## src/include/tape_port_defines.svh

```systemverilog
// Constants of the tape read and extended status byte port
`ifndef TAPE_PORT_DEFINES_SVH
`define TAPE_PORT_DEFINES_SVH

// Command codes on the byte bus
`define CMD_EXT_STATUS 8'hE0
`define CMD_READ_DATA 8'h80

// Extended status dump layout
`define STATUS_LAST 6'h3F
`define IDX_NEXT_HOST 3
`define IDX_BUF_FULL 6
`define IDX_WFLAGS 7
`define ALL_BUFFERS_MASK 8'h38

// Write flag byte bit positions
`define WF_HOST_VALID 5
`define WF_HOST_BUSY 4
`define WF_NXWT_VALID 3

// Ready low time after a command request
`define CLK_MHZ 100
`define READY_MIN_US 20
`define READY_MAX_US 500
`define READY_LOW_CYCLES (`READY_MIN_US * `CLK_MHZ)
`define TIMER_W 12

// Register byte addresses, snapshot window high address bits and read data last bit
`define A_CMD 9'h000
`define A_IRQ_STATUS 9'h004
`define A_IRQ_MASK 9'h008
`define A_STATE 9'h00C
`define A_RDDATA 9'h010
`define A_NXWT 9'h014
`define A_SNAP_HI 4'h1
`define RD_LAST_BIT 8

// Interrupt event bits
`define EV_CMD 0
`define EV_BYTE 1
`define EV_DONE 2
`define EV_BITS 3

// Bus responses
`define RESP_OKAY 2'h0
`define RESP_DECERR 2'h3

`endif

```

## src/include/tape_port_pkg.sv

```systemverilog
// Types shared by the tape byte port design
package tape_port_pkg;

   // Byte port sequencer states
   typedef enum logic [2:0] {
      S_IDLE = 3'b000,
      S_DELAY = 3'b001,
      S_REQ_REL = 3'b010,
      S_FETCH = 3'b011,
      S_LOAD = 3'b100,
      S_PRESENT = 3'b101,
      S_TAKEN = 3'b110,
      S_DONE = 3'b111
   } state_t;

endpackage

```

## src/rtl/tape_read_ext_status_port.sv

```systemverilog
// Host byte port: read data handshake and extended status dump
// What this block does
// Code E0 on the bus with the command handshake starts the status dump.
// Exactly 64 status bytes follow, each through its own handshake.
// Bytes 0 and 1 carry the two pointer and scratch registers.
// Byte 2 carries the last block address read from tape.
// Bytes 3 to 6: next host, active host, empty and full buffer flags.
// Buffer flag bytes use bits 5..3 only; mask equals 38 hex.
// Byte 7 bit 7: write channel told to use the rewrite buffer.
// Byte 7 bit 6: duplicate block being written after an overrun.
// Byte 7 bit 5: next host buffer flag holds a valid selection.
// Byte 7 bit 4: host channel transfer started and not finished.
// Byte 7 bit 3: next write buffer flag holds a valid selection.
// Byte 7 bit 2: write channel has begun a file mark.
// Per byte: data and ack, host strobe, ack drops, host strobe drops.
// After the last strobe release raise exception, then release the bus.
// On a command request drop ready, raise it 20 to 500 us later.
// Status bytes leave in ascending order, one per handshake.
// Drive the byte bus only while returning bytes.
//
// The AXI4-Lite slave port and the address map were left to the implementer.
`timescale 1ns/1ps
`include "tape_port_defines.svh"
module tape_read_ext_status_port
   import tape_port_pkg::*;
#(
   parameter int ADDR_W = 9,
   parameter int READY_LOW = `READY_LOW_CYCLES
) (
   input wire logic clk,
   input wire logic arst_n,
   input wire logic [ADDR_W-1:0] awaddr,
   input wire logic awvalid,
   output logic awready,
   input wire logic [31:0] wdata,
   input wire logic [3:0] wstrb,
   input wire logic wvalid,
   output logic wready,
   output logic [1:0] bresp,
   output logic bvalid,
   input wire logic bready,
   input wire logic [ADDR_W-1:0] araddr,
   input wire logic arvalid,
   output logic arready,
   output logic [31:0] rdata,
   output logic [1:0] rresp,
   output logic rvalid,
   input wire logic rready,
   input wire logic [7:0] busIn,
   output logic [7:0] busOut,
   output logic busOe,
   input wire logic online,
   input wire logic request,
   input wire logic hostByteStrobe,
   output logic ready,
   output logic ack,
   output logic exception,
   output logic irq
);

   // ----------------------------------------
   // Elaboration checks
   // ----------------------------------------
   generate
      if (READY_LOW < `READY_MIN_US * `CLK_MHZ || READY_LOW > `READY_MAX_US * `CLK_MHZ
          || READY_LOW >= (1 << `TIMER_W)) begin : g_bad_ready
         $error("READY_LOW outside the allowed ready low window");
      end
      if (ADDR_W != 9) begin : g_bad_addr
         $error("ADDR_W must be 9");
      end
   endgenerate

   localparam logic [`TIMER_W-1:0] TIMER_END = `TIMER_W'(READY_LOW - 1);

   // ----------------------------------------
   // Reset release and pin synchronisers
   // ----------------------------------------
   logic [1:0] rstPipe;
   wire rstN = rstPipe[1];
   wire [10:0] pinSync;

   // Async assert, two-flop release
   always_ff @(posedge clk or negedge arst_n) begin
      if (!arst_n) rstPipe <= 2'b00;
      else rstPipe <= {rstPipe[0], 1'b1};
   end

   pin_sync #(.WIDTH(11)) u_sync (
      .clk(clk),
      .rstN(rstN),
      .din({busIn, online, request, hostByteStrobe}),
      .dout(pinSync)
   );

   wire [7:0] busS = pinSync[10:3];
   wire onlineS = pinSync[2];
   wire requestS = pinSync[1];
   wire strobeS = pinSync[0];

   // ----------------------------------------
   // Software visible state
   // ----------------------------------------
   state_t state;
   state_t next_state;
   logic [7:0] cmd;
   logic [7:0] snap [0:7];
   logic [7:0] nxwtFlag;
   logic [7:0] rdByte;
   logic rdLast;
   logic rdPending;
   logic [`EV_BITS-1:0] irqStatus;
   logic [`EV_BITS-1:0] irqMask;
   logic [5:0] idx;
   logic [`TIMER_W-1:0] timer;
   logic xferActive;
   logic lastFlag;
   wire [7:0] memData;

   // ----------------------------------------
   // Bus write and read decode
   // ----------------------------------------
   wire wrGo = awvalid && wvalid && !awready && !bvalid;
   wire rdGo = arvalid && !arready && !rvalid;
   wire wLow = wrGo && wstrb[0];
   wire wSnapHit = awaddr[ADDR_W-1:5] == `A_SNAP_HI;
   wire wMemHit = awaddr[ADDR_W-1];
   wire wMask = awaddr == `A_IRQ_MASK;
   wire wRd = awaddr == `A_RDDATA;
   wire wNxwt = awaddr == `A_NXWT;
   wire wHit = wMask || wRd || wNxwt || wSnapHit || wMemHit
               || awaddr == `A_CMD || awaddr == `A_IRQ_STATUS || awaddr == `A_STATE;
   wire rSnapHit = araddr[ADDR_W-1:5] == `A_SNAP_HI;
   wire rMemHit = araddr[ADDR_W-1];
   wire rStat = araddr == `A_IRQ_STATUS;
   wire rHit = rSnapHit || rMemHit || rStat || araddr == `A_CMD
               || araddr == `A_IRQ_MASK || araddr == `A_STATE
               || araddr == `A_RDDATA || araddr == `A_NXWT;

   // ----------------------------------------
   // Status byte views
   // ----------------------------------------
   wire [7:0] view [0:7];
   genvar g;
   generate
      for (g = 0; g < 8; g++) begin : g_view
         if (g >= `IDX_NEXT_HOST && g <= `IDX_BUF_FULL) begin : g_buf
            // flag bits masked
            assign view[g] = snap[g] & `ALL_BUFFERS_MASK;
         end else if (g == `IDX_WFLAGS) begin : g_wf
            // write flags
            assign view[g] = {snap[g][7:6],
                              |(snap[`IDX_NEXT_HOST] & `ALL_BUFFERS_MASK),
                              xferActive,
                              |(nxwtFlag & `ALL_BUFFERS_MASK),
                              snap[g][2:0]};
         end else begin : g_plain
            assign view[g] = snap[g];
         end
      end
   endgenerate

   // Register read word
   wire [31:0] readWord =
      rSnapHit ? {24'h000000, view[araddr[4:2]]} :
      araddr == `A_CMD ? {24'h000000, cmd} :
      rStat ? {{(32 - `EV_BITS){1'b0}}, irqStatus} :
      araddr == `A_IRQ_MASK ? {{(32 - `EV_BITS){1'b0}}, irqMask} :
      araddr == `A_STATE ? {21'h000000, xferActive, idx, 1'b0, state} :
      araddr == `A_RDDATA ? {23'h000000, rdPending, rdByte} :
      araddr == `A_NXWT ? {24'h000000, nxwtFlag & `ALL_BUFFERS_MASK} :
      32'h00000000;

   // ----------------------------------------
   // Status memory for bytes beyond the snapshot
   // ----------------------------------------
   status_mem #(.WIDTH(8), .DEPTH(64), .AW(6)) u_mem (
      .clk(clk),
      .rstN(rstN),
      .wrEn(wLow && wMemHit),
      .wrAddr(awaddr[7:2]),
      .wrData(wdata[7:0]),
      .rdAddr(idx),
      .rdData(memData)
   );

   // ----------------------------------------
   // Byte port sequencer
   // ----------------------------------------
   logic next_ready;
   logic next_ack;
   logic next_exc;
   logic next_oe;
   logic next_host_byte_strobe;
   logic next_last;
   logic [7:0] next_busOut;
   logic [7:0] next_cmd;
   logic [5:0] next_idx;
   logic [`TIMER_W-1:0] next_timer;
   logic consume;
   logic [`EV_BITS-1:0] events;
   wire extCmd = cmd == `CMD_EXT_STATUS;
   wire isLast = extCmd ? (idx == `STATUS_LAST) : lastFlag;

   always_comb begin
      next_state = state;
      next_ready = ready;
      next_ack = ack;
      next_exc = exception;
      next_oe = busOe;
      next_host_byte_strobe = xferActive;
      next_last = lastFlag;
      next_busOut = busOut;
      next_cmd = cmd;
      next_idx = idx;
      next_timer = timer;
      consume = 1'b0;
      events = '0;
      case (state)
         S_IDLE: begin
            if (onlineS && requestS) begin
               // ready drops on request
               next_cmd = busS;
               next_ready = 1'b0;
               next_timer = '0;
               events[`EV_CMD] = 1'b1;
               next_state = S_DELAY;
            end
         end
         S_DELAY: begin
            next_timer = timer + 1'b1;
            if (timer == TIMER_END) begin
               // ready back after the low time
               next_ready = 1'b1;
               next_state = S_REQ_REL;
            end
         end
         S_REQ_REL: begin
            if (!requestS) begin
               // decode the dump command
               if (extCmd || cmd == `CMD_READ_DATA) begin
                  // bus turns toward the host
                  next_oe = 1'b1;
                  next_host_byte_strobe = 1'b1;
                  next_idx = '0;
                  next_state = S_FETCH;
               end else begin
                  next_state = S_IDLE;
               end
            end
         end
         S_FETCH: begin
            if (extCmd) begin
               next_state = S_LOAD;
            end else if (rdPending) begin
               // software byte with ack
               next_busOut = rdByte;
               next_last = rdLast;
               next_ack = 1'b1;
               consume = 1'b1;
               events[`EV_BYTE] = 1'b1;
               next_state = S_PRESENT;
            end
         end
         S_LOAD: begin
            // snapshot or stack byte
            next_busOut = (idx[5:3] == 3'h0) ? view[idx[2:0]] : memData;
            next_ack = 1'b1;
            next_state = S_PRESENT;
         end
         S_PRESENT: begin
            if (strobeS) begin
               // strobe seen, ack drops
               next_ack = 1'b0;
               next_state = S_TAKEN;
            end
         end
         S_TAKEN: begin
            if (!strobeS) begin
               if (isLast) begin
                  // exception after last release
                  next_exc = 1'b1;
                  next_host_byte_strobe = 1'b0;
                  events[`EV_DONE] = 1'b1;
                  next_state = S_DONE;
               end else begin
                  // next byte in order
                  next_idx = idx + 1'b1;
                  next_state = S_FETCH;
               end
            end
         end
         S_DONE: begin
            // bus back to host
            next_oe = 1'b0;
         end
         default: begin
            next_state = S_IDLE;
         end
      endcase
      // Online loss ends any command, also the normal exit from done
      if (!onlineS && state != S_IDLE) begin
         next_state = S_IDLE;
         next_ready = 1'b1;
         next_ack = 1'b0;
         next_exc = 1'b0;
         next_oe = 1'b0;
         next_host_byte_strobe = 1'b0;
      end
   end

   // Sequencer registers
   always_ff @(posedge clk or negedge rstN) begin
      if (!rstN) begin
         state <= S_IDLE;
         ready <= 1'b1;
         ack <= 1'b0;
         exception <= 1'b0;
         busOe <= 1'b0;
         xferActive <= 1'b0;
         lastFlag <= 1'b0;
         busOut <= 8'h00;
         cmd <= 8'h00;
         idx <= 6'h00;
         timer <= '0;
      end else begin
         state <= next_state;
         ready <= next_ready;
         ack <= next_ack;
         exception <= next_exc;
         busOe <= next_oe;
         xferActive <= next_host_byte_strobe;
         lastFlag <= next_last;
         busOut <= next_busOut;
         cmd <= next_cmd;
         idx <= next_idx;
         timer <= next_timer;
      end
   end

   // ----------------------------------------
   // Software registers
   // ----------------------------------------
   // Snapshot bytes and flag registers; stack bytes live in memory
   always_ff @(posedge clk or negedge rstN) begin
      if (!rstN) begin
         for (int i = 0; i < 8; i++) snap[i] <= 8'h00;
         nxwtFlag <= 8'h00;
         irqMask <= '0;
      end else if (wLow) begin
         if (wSnapHit) snap[awaddr[4:2]] <= wdata[7:0];
         if (wNxwt) nxwtFlag <= wdata[7:0];
         if (wMask) irqMask <= wdata[`EV_BITS-1:0];
      end
   end

   // Read data byte; a new write wins over a same-cycle consume
   always_ff @(posedge clk or negedge rstN) begin
      if (!rstN) begin
         rdByte <= 8'h00;
         rdLast <= 1'b0;
         rdPending <= 1'b0;
      end else if (wLow && wRd) begin
         rdByte <= wdata[7:0];
         rdLast <= wdata[`RD_LAST_BIT];
         rdPending <= 1'b1;
      end else if (consume) begin
         rdPending <= 1'b0;
      end
   end

   // Sticky events, read clears, set wins over clear
   always_ff @(posedge clk or negedge rstN) begin
      if (!rstN) begin
         irqStatus <= '0;
         irq <= 1'b0;
      end else begin
         irqStatus <= (irqStatus & ~((arready && rStat) ? irqStatus : '0)) | events;
         irq <= |(irqStatus & irqMask);
      end
   end

   // ----------------------------------------
   // AXI4-Lite handshakes
   // ----------------------------------------
   // Address and data are taken together in one cycle
   always_ff @(posedge clk or negedge rstN) begin
      if (!rstN) begin
         awready <= 1'b0;
         wready <= 1'b0;
         bvalid <= 1'b0;
         bresp <= `RESP_OKAY;
      end else begin
         awready <= wrGo;
         wready <= wrGo;
         if (awready) begin
            bvalid <= 1'b1;
            bresp <= wHit ? `RESP_OKAY : `RESP_DECERR;
         end else if (bvalid && bready) begin
            bvalid <= 1'b0;
         end
      end
   end

   // Read answer after the address handshake
   always_ff @(posedge clk or negedge rstN) begin
      if (!rstN) begin
         arready <= 1'b0;
         rvalid <= 1'b0;
         rdata <= 32'h00000000;
         rresp <= `RESP_OKAY;
      end else begin
         arready <= rdGo;
         if (arready) begin
            rvalid <= 1'b1;
            rdata <= readWord;
            rresp <= rHit ? `RESP_OKAY : `RESP_DECERR;
         end else if (rvalid && rready) begin
            rvalid <= 1'b0;
         end
      end
   end

endmodule // tape_read_ext_status_port

```

## src/rtl/pin_sync.sv

```systemverilog
// Three-stage pin synchroniser with agreement filter
`timescale 1ns/1ps
module pin_sync #(
   parameter int WIDTH = 1
) (
   input wire logic clk,
   input wire logic rstN,
   input wire logic [WIDTH-1:0] din,
   output logic [WIDTH-1:0] dout
);

   // ----------------------------------------
   // Per-bit stages
   // ----------------------------------------
   genvar g;
   generate
      for (g = 0; g < WIDTH; g++) begin : g_bit
         logic s1;
         logic s2;
         logic s3;
         // Output follows only once stages two and three agree
         always_ff @(posedge clk or negedge rstN) begin
            if (!rstN) begin
               s1 <= 1'b0;
               s2 <= 1'b0;
               s3 <= 1'b0;
               dout[g] <= 1'b0;
            end else begin
               s1 <= din[g];
               s2 <= s1;
               s3 <= s2;
               if (s2 == s3) dout[g] <= s3;
            end
         end
      end
   endgenerate

endmodule // pin_sync

```

## src/rtl/status_mem.sv

```systemverilog
// Status byte memory with registered read port
`timescale 1ns/1ps
module status_mem #(
   parameter int WIDTH = 8,
   parameter int DEPTH = 64,
   parameter int AW = 6
) (
   input wire logic clk,
   input wire logic rstN,
   input wire logic wrEn,
   input wire logic [AW-1:0] wrAddr,
   input wire logic [WIDTH-1:0] wrData,
   input wire logic [AW-1:0] rdAddr,
   output logic [WIDTH-1:0] rdData
);

   // Address width must cover the depth exactly
   generate
      if (DEPTH != (1 << AW)) begin : g_bad
         $error("status_mem depth does not match address width");
      end
   endgenerate

   logic [WIDTH-1:0] mem [0:DEPTH-1];

   // Array write, no reset on storage
   always_ff @(posedge clk) begin
      if (wrEn) mem[wrAddr] <= wrData;
   end

   // Registered read data
   always_ff @(posedge clk or negedge rstN) begin
      if (!rstN) rdData <= '0;
      else rdData <= mem[rdAddr];
   end

endmodule // status_mem

```

## config.mk

```make
export PLATFORM = sky130hd
export DESIGN_NAME = tape_read_ext_status_port
export DESIGN_NICKNAME = d
export VERILOG_FILES = /design/src/include/tape_port_pkg.sv /design/src/rtl/tape_read_ext_status_port.sv /design/src/rtl/pin_sync.sv /design/src/rtl/status_mem.sv
export VERILOG_INCLUDE_DIRS = /design/src /design/src/include
export SDC_FILE = /design/constraint.sdc
export NUM_CORES = 1
export LEC_CHECK = 0
export BUFFER_PORTS_ARGS = -buffer_cell sky130_fd_sc_hd__buf_2
export CAP_MARGIN = 20
export CORE_AREA = 2 2 220 222
export CTS_CLUSTER_SIZE = 20
export DETAILED_ROUTE_END_ITERATION = 12
export DIE_AREA = 0 0 222 224
export PLACE_DENSITY_LB_ADDON = 0.15
export SLEW_MARGIN = 0
export SYNTH_ARGS = -nofsm -noshare
export SYNTH_HDL_FRONTEND = slang
export SYNTH_SLANG_ARGS = --single-unit
```

## constraint.sdc

```tcl
create_clock -name clk -period 6 [get_ports clk]
set_input_delay 1.2 -clock clk [delete_from_list [all_inputs] [get_ports clk]]
set_output_delay 1.2 -clock clk [all_outputs]
set_load 0.02 [all_outputs]
```

==> summary.md, run 1 <==
| Metric | Value |
|---|---|
| Nets | `1746` |
| Unrepaired setup endpoints after global routing | `false` |
| Final hold viol count | `0` |
| Overall Global Routing Usage | `25.5%` |
| Critical Path AT | `3.77 ns` |
| Synth async-reset ratio | `25.5%` |
| Number of stages on the worst hold path | `0` |
| Startpoint of the worst setup timing path | `wvalid` |
| Number of synthesized flops with an enable pin | `512` |
| Max Clock Freq | `282 MHz` |
| Post-DR vias/cell | `6.32` |
| Worst Min Path Start | `u_sync.g_bit[5].s1` |
| Portion of the clock cycle consumed by the worst path in the final layout | `59.1%` |
| Reg-to-reg endpoint | `u_mem.mem[45][2]` |
| Total of max-cap violations | `0` |
| Global-route wire length before repair | `93500 µm` |
| Initial Util | `59.1%` |
| Distinct cell type count after synthesis | `70` |
| Dpl hpwl | `37400 µm` |
| Fraction of final layout cells sized beyond drive strength 1 | `25.9%` |
| Number of warnings issued by yosys | `0` |
| # H-tree levels | `3` |
| Vias in the first global route | `15.1k` |
| Starting DRT DRC Count | `1426` |
| Fraction of the yosys area taken by sequential cells | `70.6%` |
| Relative slew slack | `28.3%` |
| CTS resizes | `0` |
| Kind of start point of the critical path | `primary input` |
| TritonCTS clock tree | `done` |
| Placer congestion estimate | `0.839` |
| Reg2reg path depth | `4` |
| Gate Count Post-Synth | `1590` |
| Mapped Area | `28000 µm²` |
| Reg-to-Reg Start | `wready` |
| Kind of capture point of the worst setup path | `flip-flop` |
| Hold EP | `u_sync.g_bit[5].s2` |
| Height of the die | `224 µm` |
| Post-CTS Setup Inserts | `0` |
| Reg-to-reg setup timing slack | `2.59 ns` |
| Total wire length after detailed routing | `61300 µm` |
| First drt pass iteration count | `6` |
| Data required, critical path | `6.23 ns` |
| Number of sinks handled by clock tree synthesis | `687` |
| Most instantiated flip-flop cell in the synthesis netlist | `sky130_fd_sc_hd__edfxtp_1` |
| Cell area power density | `332 nW/µm²` |
| Total setup violations reported at the end of the flow | `0` |
| Master cell of the clock root buffer | `sky130_fd_sc_hd__clkbuf_16` |
| Number of antenna violations at the first check in global routing | `0` |
| Number of rows in the core area | `80` |
| WS Path Type | `in -> reg` |
| Final count of pins violating max slew | `0` |
| Residual overflow from global routing | `0` |
| Number of vias in the routed layout | `14.8k` |
| Num CTS Buffers | `70` |
| Largest buffer count on any clock path | `3` |
| DRC violation count after routing | `0` |
| Area added between synthesis and finish | `11.4%` |
| Number of port buffers | `78` |
| Core Footprint | `47300 µm²` |
| Horizontal die dimension | `222 µm` |
| Wirelength per Cell | `26.1 µm` |
| Max VDD drop | `246 µV` |
| Leakage dissipation | `10.8 nW` |
| Synthesized area per cell | `17.6 µm²` |
| Worst Hold Class | `reg -> reg` |
| Maximum number of pins on one net before global-route repair | `81` |
| Residual antenna-violating net count after detailed routing | `0` |
| Outcome | `finished, final reports clean` |
| Flip-flop and latch count after synthesis | `687` |
| Slew at the pin closest to its max-slew limit | `1.07 ns` |
| Final setup skew | `0.0286 ns` |
| Clock-pin slew reported for the worst setup and hold paths after clock tree synthesis | `0.06 ns` |
| Boundary pin count | `126` |
| Highest net fanout along the worst path | `8` |
| Number of buffers added to fix hold violations after cts | `0` |
| Final core utilization | `65.9%` |
| Clock latency of the later-clocked register in the worst-skew pair | `0.63 ns` |
| Final critical-path required period | `3.55 ns` |
| Antenna fix cells | `0` |
| Floorplan die area | `49700 µm²` |
| Total negative slack for setup checks | `0 ns` |
==> critical path: stages <==
cell	delay, ns
sky130_fd_sc_hd__buf_2	0.08
sky130_fd_sc_hd__and4bb_2	0.28
sky130_fd_sc_hd__and3_1	0.32
sky130_fd_sc_hd__nand4b_1	0.86
sky130_fd_sc_hd__nor2_1	1.03
==> sequential cells by signal, indices dropped and copies added (netlist names), 2 cells and up <==
register and flops:
u_mem.mem 512, snap 41, timer 12, rdata 11
u_sync.dout 11, u_sync.g_bit.s1 11, u_sync.g_bit.s2 11, u_sync.g_bit.s3 11
busOut 8, cmd 8, rdByte 8, u_mem.rdData 8
idx 6, irqMask 3, irqStatus 3, nxwtFlag 3
state 3, rstPipe 2
==> how the worst max path moves through the flow <==
| stage | endpoint | slack [ns] |
|---|---|---|
| 4_1_cts | u_mem.rdData[0] | 2.57 |
| 6_report | u_mem.mem[45][2] | 2.45 |
| 2_1_floorplan | ack | 0.76 |
| 5_1_grt | u_mem.rdData[0] | 2.38 |
| 3_5_place_dp | rdLast | 1.99 |
| 3_3_place_gp | rdLast | 2.02 |
==> cells in the final DEF, fill, tap and decap left out, types with 5 or more instances in the layout <==
master                      instances
sky130_fd_sc_hd__a22o_1            16
sky130_fd_sc_hd__inv_1             16
sky130_fd_sc_hd__a21o_1             7
sky130_fd_sc_hd__and2_1             5
sky130_fd_sc_hd__o31ai_1            9
sky130_fd_sc_hd__or3_1              6
sky130_fd_sc_hd__mux2i_1           46
sky130_fd_sc_hd__maj3_1            11
sky130_fd_sc_hd__buf_2             78
sky130_fd_sc_hd__nor2b_1           14
sky130_fd_sc_hd__nand4_1            6
sky130_fd_sc_hd__a2bb2oi_1          7
sky130_fd_sc_hd__edfxtp_1         512
sky130_fd_sc_hd__buf_4             20
sky130_fd_sc_hd__o22ai_1           10
sky130_fd_sc_hd__nor2_1           103
sky130_fd_sc_hd__a21oi_1           21
sky130_fd_sc_hd__clkbuf_16         71
sky130_fd_sc_hd__nand3b_1           7
sky130_fd_sc_hd__clkinv_1          10
sky130_fd_sc_hd__a22oi_1           33
sky130_fd_sc_hd__o21a_1             7
sky130_fd_sc_hd__mux4_2           148
sky130_fd_sc_hd__mux2_4             9
sky130_fd_sc_hd__mux2_2            63
sky130_fd_sc_hd__bufinv_16          6
sky130_fd_sc_hd__clkinv_2          18
sky130_fd_sc_hd__or4_1              5
sky130_fd_sc_hd__and3_1             7
sky130_fd_sc_hd__o21ai_0           34
sky130_fd_sc_hd__nor3_1             9
sky130_fd_sc_hd__dfrtp_1          170
sky130_fd_sc_hd__conb_1            22
sky130_fd_sc_hd__clkbuf_1          10
sky130_fd_sc_hd__o211ai_1          15
sky130_fd_sc_hd__nand2_1           86
sky130_fd_sc_hd__nand3_1           25
==> metal layers <==
layer | track usage, % | wire (µm) | part of all wire (%)
met5 | 0 | 0 | 0
met1 | 35.6 | 25400 | 41
met3 | 5.05 | 4080 | 6.7
met4 | 8.94 | 1920 | 3.1
met2 | 40.8 | 29900 | 49
==> through the flow <==
stage	setup WS (ns)	power, mW	hold WS (ns)	std cells	area [µm²]
after floorplan	0.764	5.89	0.331	1610	28100
after global placement	2.02	6.12	0.332	2215	28900
after detailed placement	1.99	6.14	0.335	2215	28900
after CTS	2.57	10.4	0.338	2343	31200
after global routing	2.38	10.7	0.348	2343	31200
final	2.45	10.4	0.344	2343	31200
==> synth_stat cells, types with 5 or more instances <==
library cell | count | area (µm²)
sky130_fd_sc_hd__buf_1 | 10 | 37.5
sky130_fd_sc_hd__a21oi_1 | 21 | 105
sky130_fd_sc_hd__dfrtp_1 | 174 | 4350
sky130_fd_sc_hd__mux2_2 | 63 | 709
sky130_fd_sc_hd__nor2b_1 | 14 | 87.6
sky130_fd_sc_hd__maj3_1 | 11 | 110
sky130_fd_sc_hd__o21a_1 | 7 | 52.6
sky130_fd_sc_hd__mux4_2 | 148 | 3330
sky130_fd_sc_hd__and2_1 | 5 | 31.3
sky130_fd_sc_hd__edfxtp_1 | 512 | 15400
sky130_fd_sc_hd__o22ai_1 | 10 | 62.6
sky130_fd_sc_hd__a22o_1 | 16 | 140
sky130_fd_sc_hd__o211ai_1 | 15 | 113
sky130_fd_sc_hd__or3_1 | 6 | 37.5
sky130_fd_sc_hd__nand2_1 | 86 | 323
sky130_fd_sc_hd__buf_4 | 24 | 180
sky130_fd_sc_hd__o21ai_0 | 34 | 170
sky130_fd_sc_hd__and3_1 | 7 | 43.8
sky130_fd_sc_hd__nor2_1 | 103 | 387
sky130_fd_sc_hd__nor3_1 | 10 | 50.1
sky130_fd_sc_hd__a22oi_1 | 33 | 248
sky130_fd_sc_hd__or4_1 | 5 | 37.5
sky130_fd_sc_hd__o31ai_1 | 9 | 67.6
sky130_fd_sc_hd__clkbuf_1 | 57 | 214
sky130_fd_sc_hd__a2bb2oi_1 | 7 | 61.3
sky130_fd_sc_hd__inv_1 | 16 | 60.1
sky130_fd_sc_hd__nand3_1 | 25 | 125
sky130_fd_sc_hd__buf_2 | 16 | 80.1
sky130_fd_sc_hd__nand4_1 | 6 | 37.5
sky130_fd_sc_hd__a21o_1 | 7 | 52.6
sky130_fd_sc_hd__mux2_4 | 9 | 135
sky130_fd_sc_hd__mux2i_1 | 46 | 460
sky130_fd_sc_hd__nand3b_1 | 7 | 52.6
==> cell families after synthesis <==
family	synth area share, %
XOR/XNOR	0.0313
multiplexers	16.6
other	0.0268
flip-flops	70.6
AND/OR/NAND/NOR	5.28
adder cells (fa/ha/maj)	0.483
AO/OA/AOI/OAI	4.90
buffers and inverters	2.16
==> report_power, final <==
group | switching [mW] | internal [mW] | total, mW
clock | 1.81 | 2.49 | 4.30
combinational | 0.417 | 0.237 | 0.653
sequential | 0.166 | 5.23 | 5.40
==> area by class of cell <==
class | instances | area [µm²]
Clock buffer | 84 | 1860
Clock inverter | 44 | 425
Fill cell | 3204 | 16200
Inverter | 16 | 60.1
Multi-Input combinational cell | 797 | 7720
Sequential cell | 687 | 19800
Tap cell | 615 | 769
Timing Repair Buffer | 100 | 581
Power figures use the tool's default switching activity.
==> run 2: changes to the inputs <==
clock period = 3.4 ns   (was 6 ns; I/O delays follow)
==> summary.md, run 2 (same netlist as run 1, synthesis figures left out) <==
| Metric | Value |
|---|---|
| Outcome | `finished, final reports clean` |
| Area added between synthesis and finish | `13.5%` |
| Placement-stage cell area | `29600 µm² (+2.5%)` |
| Number of sinks handled by clock tree synthesis | `687 (unchanged)` |
| Portion of the clock cycle consumed by the worst path in the final layout | `77.3%` |
| Startpoint of the worst setup timing path | `idx[0]` |
| Global-route wire length before repair | `95300 µm (+1.9%)` |
| Capture point of the critical path | `u_mem.rdData[6]` |
| Total of max-cap violations | `0 (unchanged)` |
| Post-CTS Setup Inserts | `0 (unchanged)` |
| Total setup violations reported at the end of the flow | `0 (unchanged)` |
| Highest net fanout along the worst path | `41 (+33)` |
| Clock-pin slew reported for the worst setup and hold paths after clock tree synthesis | `0.06 ns (about the same)` |
| Overall Global Routing Usage | `26.1% (+0.57 points)` |
| Master cell of the clock root buffer | `sky130_fd_sc_hd__clkbuf_16` |
| Reg2reg path depth | `6 (+2)` |
| Num CTS Buffers | `69 (-1.4%)` |
| Number of rows in the core area | `80 (unchanged)` |
| Critical Path AT | `3.10 ns (-0.67 ns)` |
| Number of vias in the routed layout | `15.2k (+3.0%)` |
| Worst setup margin | `0.773 ns (-1.68 ns)` |
| Residual antenna-violating net count after detailed routing | `0 (unchanged)` |
| Unrepaired setup endpoints after global routing | `false` |
| Post-DR vias/cell | `6.28 (-0.53%)` |
| Fraction of final layout cells sized beyond drive strength 1 | `28.6% (+2.7 points)` |
| Reg-to-Reg Start | `idx[0]` |
| Total wire length after detailed routing | `63000 µm (+2.8%)` |
| Reg-to-reg endpoint | `u_mem.rdData[6]` |
| Final count of pins violating max slew | `0 (unchanged)` |
| Hold slack final | `0.186 ns (-0.158 ns)` |
| WS Path Type | `reg -> reg` |
| Most common cell after layout, fill and taps aside | `sky130_fd_sc_hd__edfxtp_1` |
| Core Footprint | `47300 µm² (unchanged)` |
| Max Clock Freq | `381 MHz` |
| Horizontal die dimension | `222 µm (unchanged)` |
| Final hold viol count | `0 (unchanged)` |
| Number of stages on the worst hold path | `1 (+1)` |
| Boundary pin count | `126 (unchanged)` |
| # H-tree levels | `3 (unchanged)` |
| Finished layout cell area | `31800 µm² (+1.9%)` |
| Maximum number of pins on one net before global-route repair | `74 (-8.6%)` |
| Final critical-path required period | `2.63 ns` |
| Dpl hpwl | `40700 µm (+8.8%)` |
| Dpl ws | `0.395 ns (-1.60 ns)` |
| Cell area power density | `563 nW/µm² (+69%)` |
| Highest-count cells in the layout ignoring fill and taps | `sky130_fd_sc_hd__edfxtp_1 (512), sky130_fd_sc_hd__dfrtp_1 (170), sky130_fd_sc_hd__mux4_2 (148)` |
| Height of the die | `224 µm (unchanged)` |
| First drt pass iteration count | `5 (-1)` |
| Wirelength per Cell | `26.0 µm (-0.70%)` |
| Data required, critical path | `3.87 ns (-2.36 ns)` |
| Clock latency of the later-clocked register in the worst-skew pair | `0.60 ns (-0.03 ns)` |
| Worst Hold Class | `in -> reg` |
| Floorplan die area | `49700 µm² (unchanged)` |
| Starting DRT DRC Count | `1609 (+13%)` |
| Reg-to-reg setup timing slack | `0.77 ns (-1.82 ns)` |
| CTS resizes | `0 (unchanged)` |
| Largest registers | `u_mem.mem (512), snap (41), timer (12)` |
| Leakage dissipation | `11.2 nW (+3.6%)` |
| TritonCTS clock tree | `done` |
| Kind of start point of the critical path | `flip-flop` |
| Top register by number of flip-flops | `u_mem.mem` |
| Largest register FFs | `512 (unchanged)` |
| Initial Util | `59.1% (unchanged)` |
| Number of antenna violations at the first check in global routing | `0 (unchanged)` |
| Relative slew slack | `38.7% (+10 points)` |
| Max VDD drop | `520 µV (+110%)` |
| Final setup skew | `0.0177 ns (-0.0109 ns)` |
| Largest buffer count on any clock path | `3 (unchanged)` |
| Total placed cells including tap cells | `2303 (+4.0%)` |
| Kind of capture point of the worst setup path | `flip-flop` |
| Residual overflow from global routing | `0 (unchanged)` |
| Vias in the first global route | `15.5k (+2.7%)` |
| Total negative slack for setup checks | `0 ns (unchanged)` |
| Layout Cells excl Fill | `2426 (+3.5%)` |
| DRC violation count after routing | `0 (unchanged)` |
| Placer congestion estimate | `0.854 (+1.8%)` |
| Slew at the pin closest to its max-slew limit | `0.920 ns (-0.151 ns)` |
| Total power | `17.9 mW (+73%)` |
| Nets | `1834 (+5.0%)` |
| Final core utilization | `67.1% (+1.2 points)` |
| Number of port buffers | `78 (unchanged)` |
[run 2: timing repair]
action,CTS,global route
endpoints found under the hold margin,2,0
endpoints found under the setup margin,0,0
hold buffers,1,0
[run 2: how the worst min path moves through the flow]
stage               slack, ns       start                  end
floorplan                0.33  rstPipe[0]           rstPipe[1]
finish                   0.19    busIn[3]   u_sync.g_bit[6].s1
CTS                      0.16    busIn[7]  u_sync.g_bit[10].s1
global route             0.16    busIn[7]  u_sync.g_bit[10].s1
detailed placement       0.22  rstPipe[1]   u_sync.g_bit[0].s1
global placement         0.22  rstPipe[1]   u_sync.g_bit[8].s1
[run 2: per-layer routing]
metal  up-vias  track usage, %  share of wire, %
met1      7921            36.7                41
met2       577            41.8                49
li1       6636               -                 -
met4         0            8.67               2.9
met5         -               0                 0
met3       106            4.96               7.3
[run 2: critical path: stages (launching register included)]
cell	delay (ns)
sky130_fd_sc_hd__dfrtp_4	0.53
sky130_fd_sc_hd__buf_12	0.32
sky130_fd_sc_hd__buf_4	0.25
sky130_fd_sc_hd__mux4_2	0.51
sky130_fd_sc_hd__mux4_2	0.56
sky130_fd_sc_hd__a22oi_1	0.19
sky130_fd_sc_hd__nand2_1	0.09
[run 2: report_power, final]
part | switching (mW) | internal, mW
Sequential | 0.256 | 9.23
Clock | 2.99 | 4.20
Combinational | 0.773 | 0.431
Total | 4.01 | 13.9
[run 2: area by class of cell]
cell class / count / area (µm²)
Clock buffer: 94 / 1940
Sequential cell: 687 / 19800
Clock inverter: 27 / 201
Inverter: 16 / 60.1
Timing Repair Buffer: 189 / 1310
Tap cell: 615 / 769
Antenna cell: 1 / 2.50
Fill cell: 3181 / 15600
Multi-Input combinational cell: 797 / 7720
==> run 3: changes to the inputs <==
clock period = 2.7 ns   (was 3.4 ns; I/O delays follow)
==> summary.md, run 3 (same netlist as run 1, synthesis figures left out) <==
| Metric | Value |
|---|---|
| Overall Global Routing Usage | `26.3% (+0.29 points)` |
| Most common cell after layout, fill and taps aside | `sky130_fd_sc_hd__edfxtp_1` |
| Final critical-path required period | `2.49 ns (-0.139 ns)` |
| Outcome | `finished, final reports clean` |
| Total wire length after detailed routing | `63800 µm (+1.3%)` |
| Number of vias in the routed layout | `15.5k (+1.9%)` |
| Portion of total power attributed to the clock network | `41.1% (+0.9 points)` |
| Number of stages on the worst hold path | `1 (unchanged)` |
| Largest buffer count on any clock path | `3 (unchanged)` |
| First drt pass iteration count | `6 (+1)` |
| Finished layout cell area | `32400 µm² (+2.0%)` |
| Unrepaired setup endpoints after global routing | `false` |
| Antenna fix cells | `0 (-1)` |
| # H-tree levels | `3 (unchanged)` |
| Max stage delay cell, worst path | `sky130_fd_sc_hd__dfrtp_1` |
| Number of antenna violations at the first check in global routing | `0 (unchanged)` |
| Post-CTS Setup Inserts | `0 (unchanged)` |
| Residual overflow from global routing | `0 (unchanged)` |
| Sequential share of power | `51.9% (-1.2 points)` |
| Post-DR vias/cell | `6.25 (-0.48%)` |
| Highest net fanout along the worst path | `10 (-76%)` |
| Total power | `23.0 mW (+28%)` |
| Boundary pin count | `126 (unchanged)` |
| Total of max-cap violations | `0 (unchanged)` |
| Data required, critical path | `3.18 ns (-0.69 ns)` |
| Number of port buffers | `78 (unchanged)` |
| Cell area power density | `709 nW/µm² (+26%)` |
| Dpl ws | `-0.0712 ns (-0.467 ns)` |
| Max Clock Freq | `402 MHz (+5.6%)` |
| Largest register FFs | `512 (unchanged)` |
| Worst Hold Class | `in -> reg` |
| Relative slew slack | `34.4% (-4.2 points)` |
| Fraction of final layout cells sized beyond drive strength 1 | `31.3% (+2.6 points)` |
| Reg-to-Reg Start | `idx[3]` |
| Highest-count cells in the layout ignoring fill and taps | `sky130_fd_sc_hd__edfxtp_1 (512), sky130_fd_sc_hd__dfrtp_1 (170), sky130_fd_sc_hd__buf_4 (150)` |
| Height of the die | `224 µm (unchanged)` |
| Dpl hpwl | `41900 µm (+3.0%)` |
| Initial Util | `59.1% (unchanged)` |
| Number of buffers added to fix hold violations after cts | `1 (unchanged)` |
| Net Sw Power | `5.21 mW (+30%)` |
| Total setup violations reported at the end of the flow | `0 (unchanged)` |
| Final core utilization | `68.4% (+1.3 points)` |
| CP bufs+invs | `0 (-2)` |
| Starting DRT DRC Count | `1768 (+9.9%)` |
| Placer congestion estimate | `0.872 (+2.1%)` |
| Num CTS Buffers | `71 (+2.9%)` |
| Slew at the pin closest to its max-slew limit | `0.983 ns (+0.0633 ns)` |
| Number of sinks handled by clock tree synthesis | `687 (unchanged)` |
| Area added between synthesis and finish | `15.7%` |
| Total placed cells including tap cells | `2357 (+2.3%)` |
| Kind of capture point of the worst setup path | `flip-flop` |
| Hold EP | `u_sync.g_bit[1].s1` |
| Worst setup margin | `0.212 ns (-0.561 ns)` |
| Reg-to-reg setup timing slack | `0.21 ns (-0.56 ns)` |
| Final hold viol count | `0 (unchanged)` |
| Number of rows in the core area | `80 (unchanged)` |
| Proportion of total power due to net switching | `22.7% (+0.23 points)` |
| Residual antenna-violating net count after detailed routing | `0 (unchanged)` |
| Critical Path AT | `2.97 ns (-0.13 ns)` |
| Startpoint of the worst setup timing path | `idx[3]` |
| Core Footprint | `47300 µm² (unchanged)` |
| Final count of pins violating max slew | `0 (unchanged)` |
| Clock-pin slew reported for the worst setup and hold paths after clock tree synthesis | `0.06 ns (about the same)` |
| Largest registers | `u_mem.mem (512), snap (41), timer (12)` |
| Floorplan die area | `49700 µm² (unchanged)` |
| Wirelength per Cell | `25.7 µm (-1.1%)` |
| Horizontal die dimension | `222 µm (unchanged)` |
| Reg2reg path depth | `5 (-1)` |
| Master cell of the clock root buffer | `sky130_fd_sc_hd__clkbuf_16` |
| Portion of the clock cycle consumed by the worst path in the final layout | `92.1% (+15 points)` |
| Combinational share of power | `7.0% (+0.3 points)` |
| Nets | `1891 (+3.1%)` |
| Maximum number of pins on one net before global-route repair | `174 (+140%)` |
| Critical path's top delay family | `simple AND/OR/NAND/NOR gates` |
| Reg-to-reg endpoint | `idx[5]` |
| Kind of start point of the critical path | `flip-flop` |
| Top register by number of flip-flops | `u_mem.mem` |
| Internal power of the cells | `17.8 mW (+28%)` |
| Max VDD drop | `647 µV (+24%)` |
| Layout Cells excl Fill | `2483 (+2.3%)` |
| DRC violation count after routing | `0 (unchanged)` |
| Final setup skew | `0.0190 ns (+0.00130 ns)` |
| Placement-stage cell area | `30100 µm² (+1.7%)` |
| Global-route wire length before repair | `96900 µm (+1.7%)` |
| CTS resizes | `0 (unchanged)` |
| TritonCTS clock tree | `done` |
| Vias in the first global route | `15.5k (+0.32%)` |
| WS Path Type | `reg -> reg` |
| Cell-by-cell listing of the critical path | `nand2_1, or4_4, a32oi_4, nor4_1, mux2_2` |
| Leakage dissipation | `11.6 nW (+3.4%)` |
| Clock latency of the later-clocked register in the worst-skew pair | `0.61 ns (about the same)` |
| Worst Min Path Start | `request` |
| Worst stage delay on the critical path | `0.70 ns (+0.14 ns)` |
run 3: cell types whose count changed in the layout (fill, tap and decap cells not counted), sizes merged:
| cell | delta |
|---|---|
| inv | +3 |
| diode | -1 |
| clkinv | +5 |
| clkbuf | -5 |
| buf | +55 |
| clkinvlp | -1 |
| bufinv | +1 |
run 3: routing by layer:
layer	vias up	GRT usage [%]	wire length (µm)
met3	123	4.39	4100
met5	-	0	0
met2	641	42.0	31100
li1	6732	-	-
met4	0	8.70	1810
met1	8027	37.8	26800
run 3: stage by stage:
step | hold WS [ns] | TNS, ns
floorplan | 0.244 | 0
global placement | 0.325 | -0.492
detailed placement | 0.326 | -0.652
CTS | 0.0158 | 0
global route | 0.0241 | 0
finish | 0.0497 | 0
run 3: power by group through the flow:
stage | Clock, mW | Sequential (mW) | Combinational, mW
3_3_place_gp | 0 | 12.1 | 1.56
4_1_cts | 9.59 | 11.9 | 1.62
6_report | 9.43 | 11.9 | 1.62
5_1_grt | 9.99 | 11.9 | 1.76
2_1_floorplan | 0 | 12.1 | 0.946
3_5_place_dp | 0 | 12.1 | 1.61
run 3: worst max path at each step:
stage | depth (start not counted) | endpoint | slack, ns
6_report | 5 | idx[5] | 0.21
5_1_grt | 5 | idx[5] | 0.09
4_1_cts | 5 | idx[5] | 0.23
3_5_place_dp | 7 | rdLast | -0.07
3_3_place_gp | 7 | rdLast | -0.06
2_1_floorplan | 8 | rdByte[0] | 0.008
run 3: layout make-up:
cell class / count / area, µm²
well taps: 615 / 769
fillers: 3091 / 15000
multi-input cells: 797 / 7720
flip-flops and latches: 687 / 19800
repair buffers: 244 / 1830
inverters: 16 / 60.1
clock buffers: 89 / 1970
clock inverters: 35 / 282
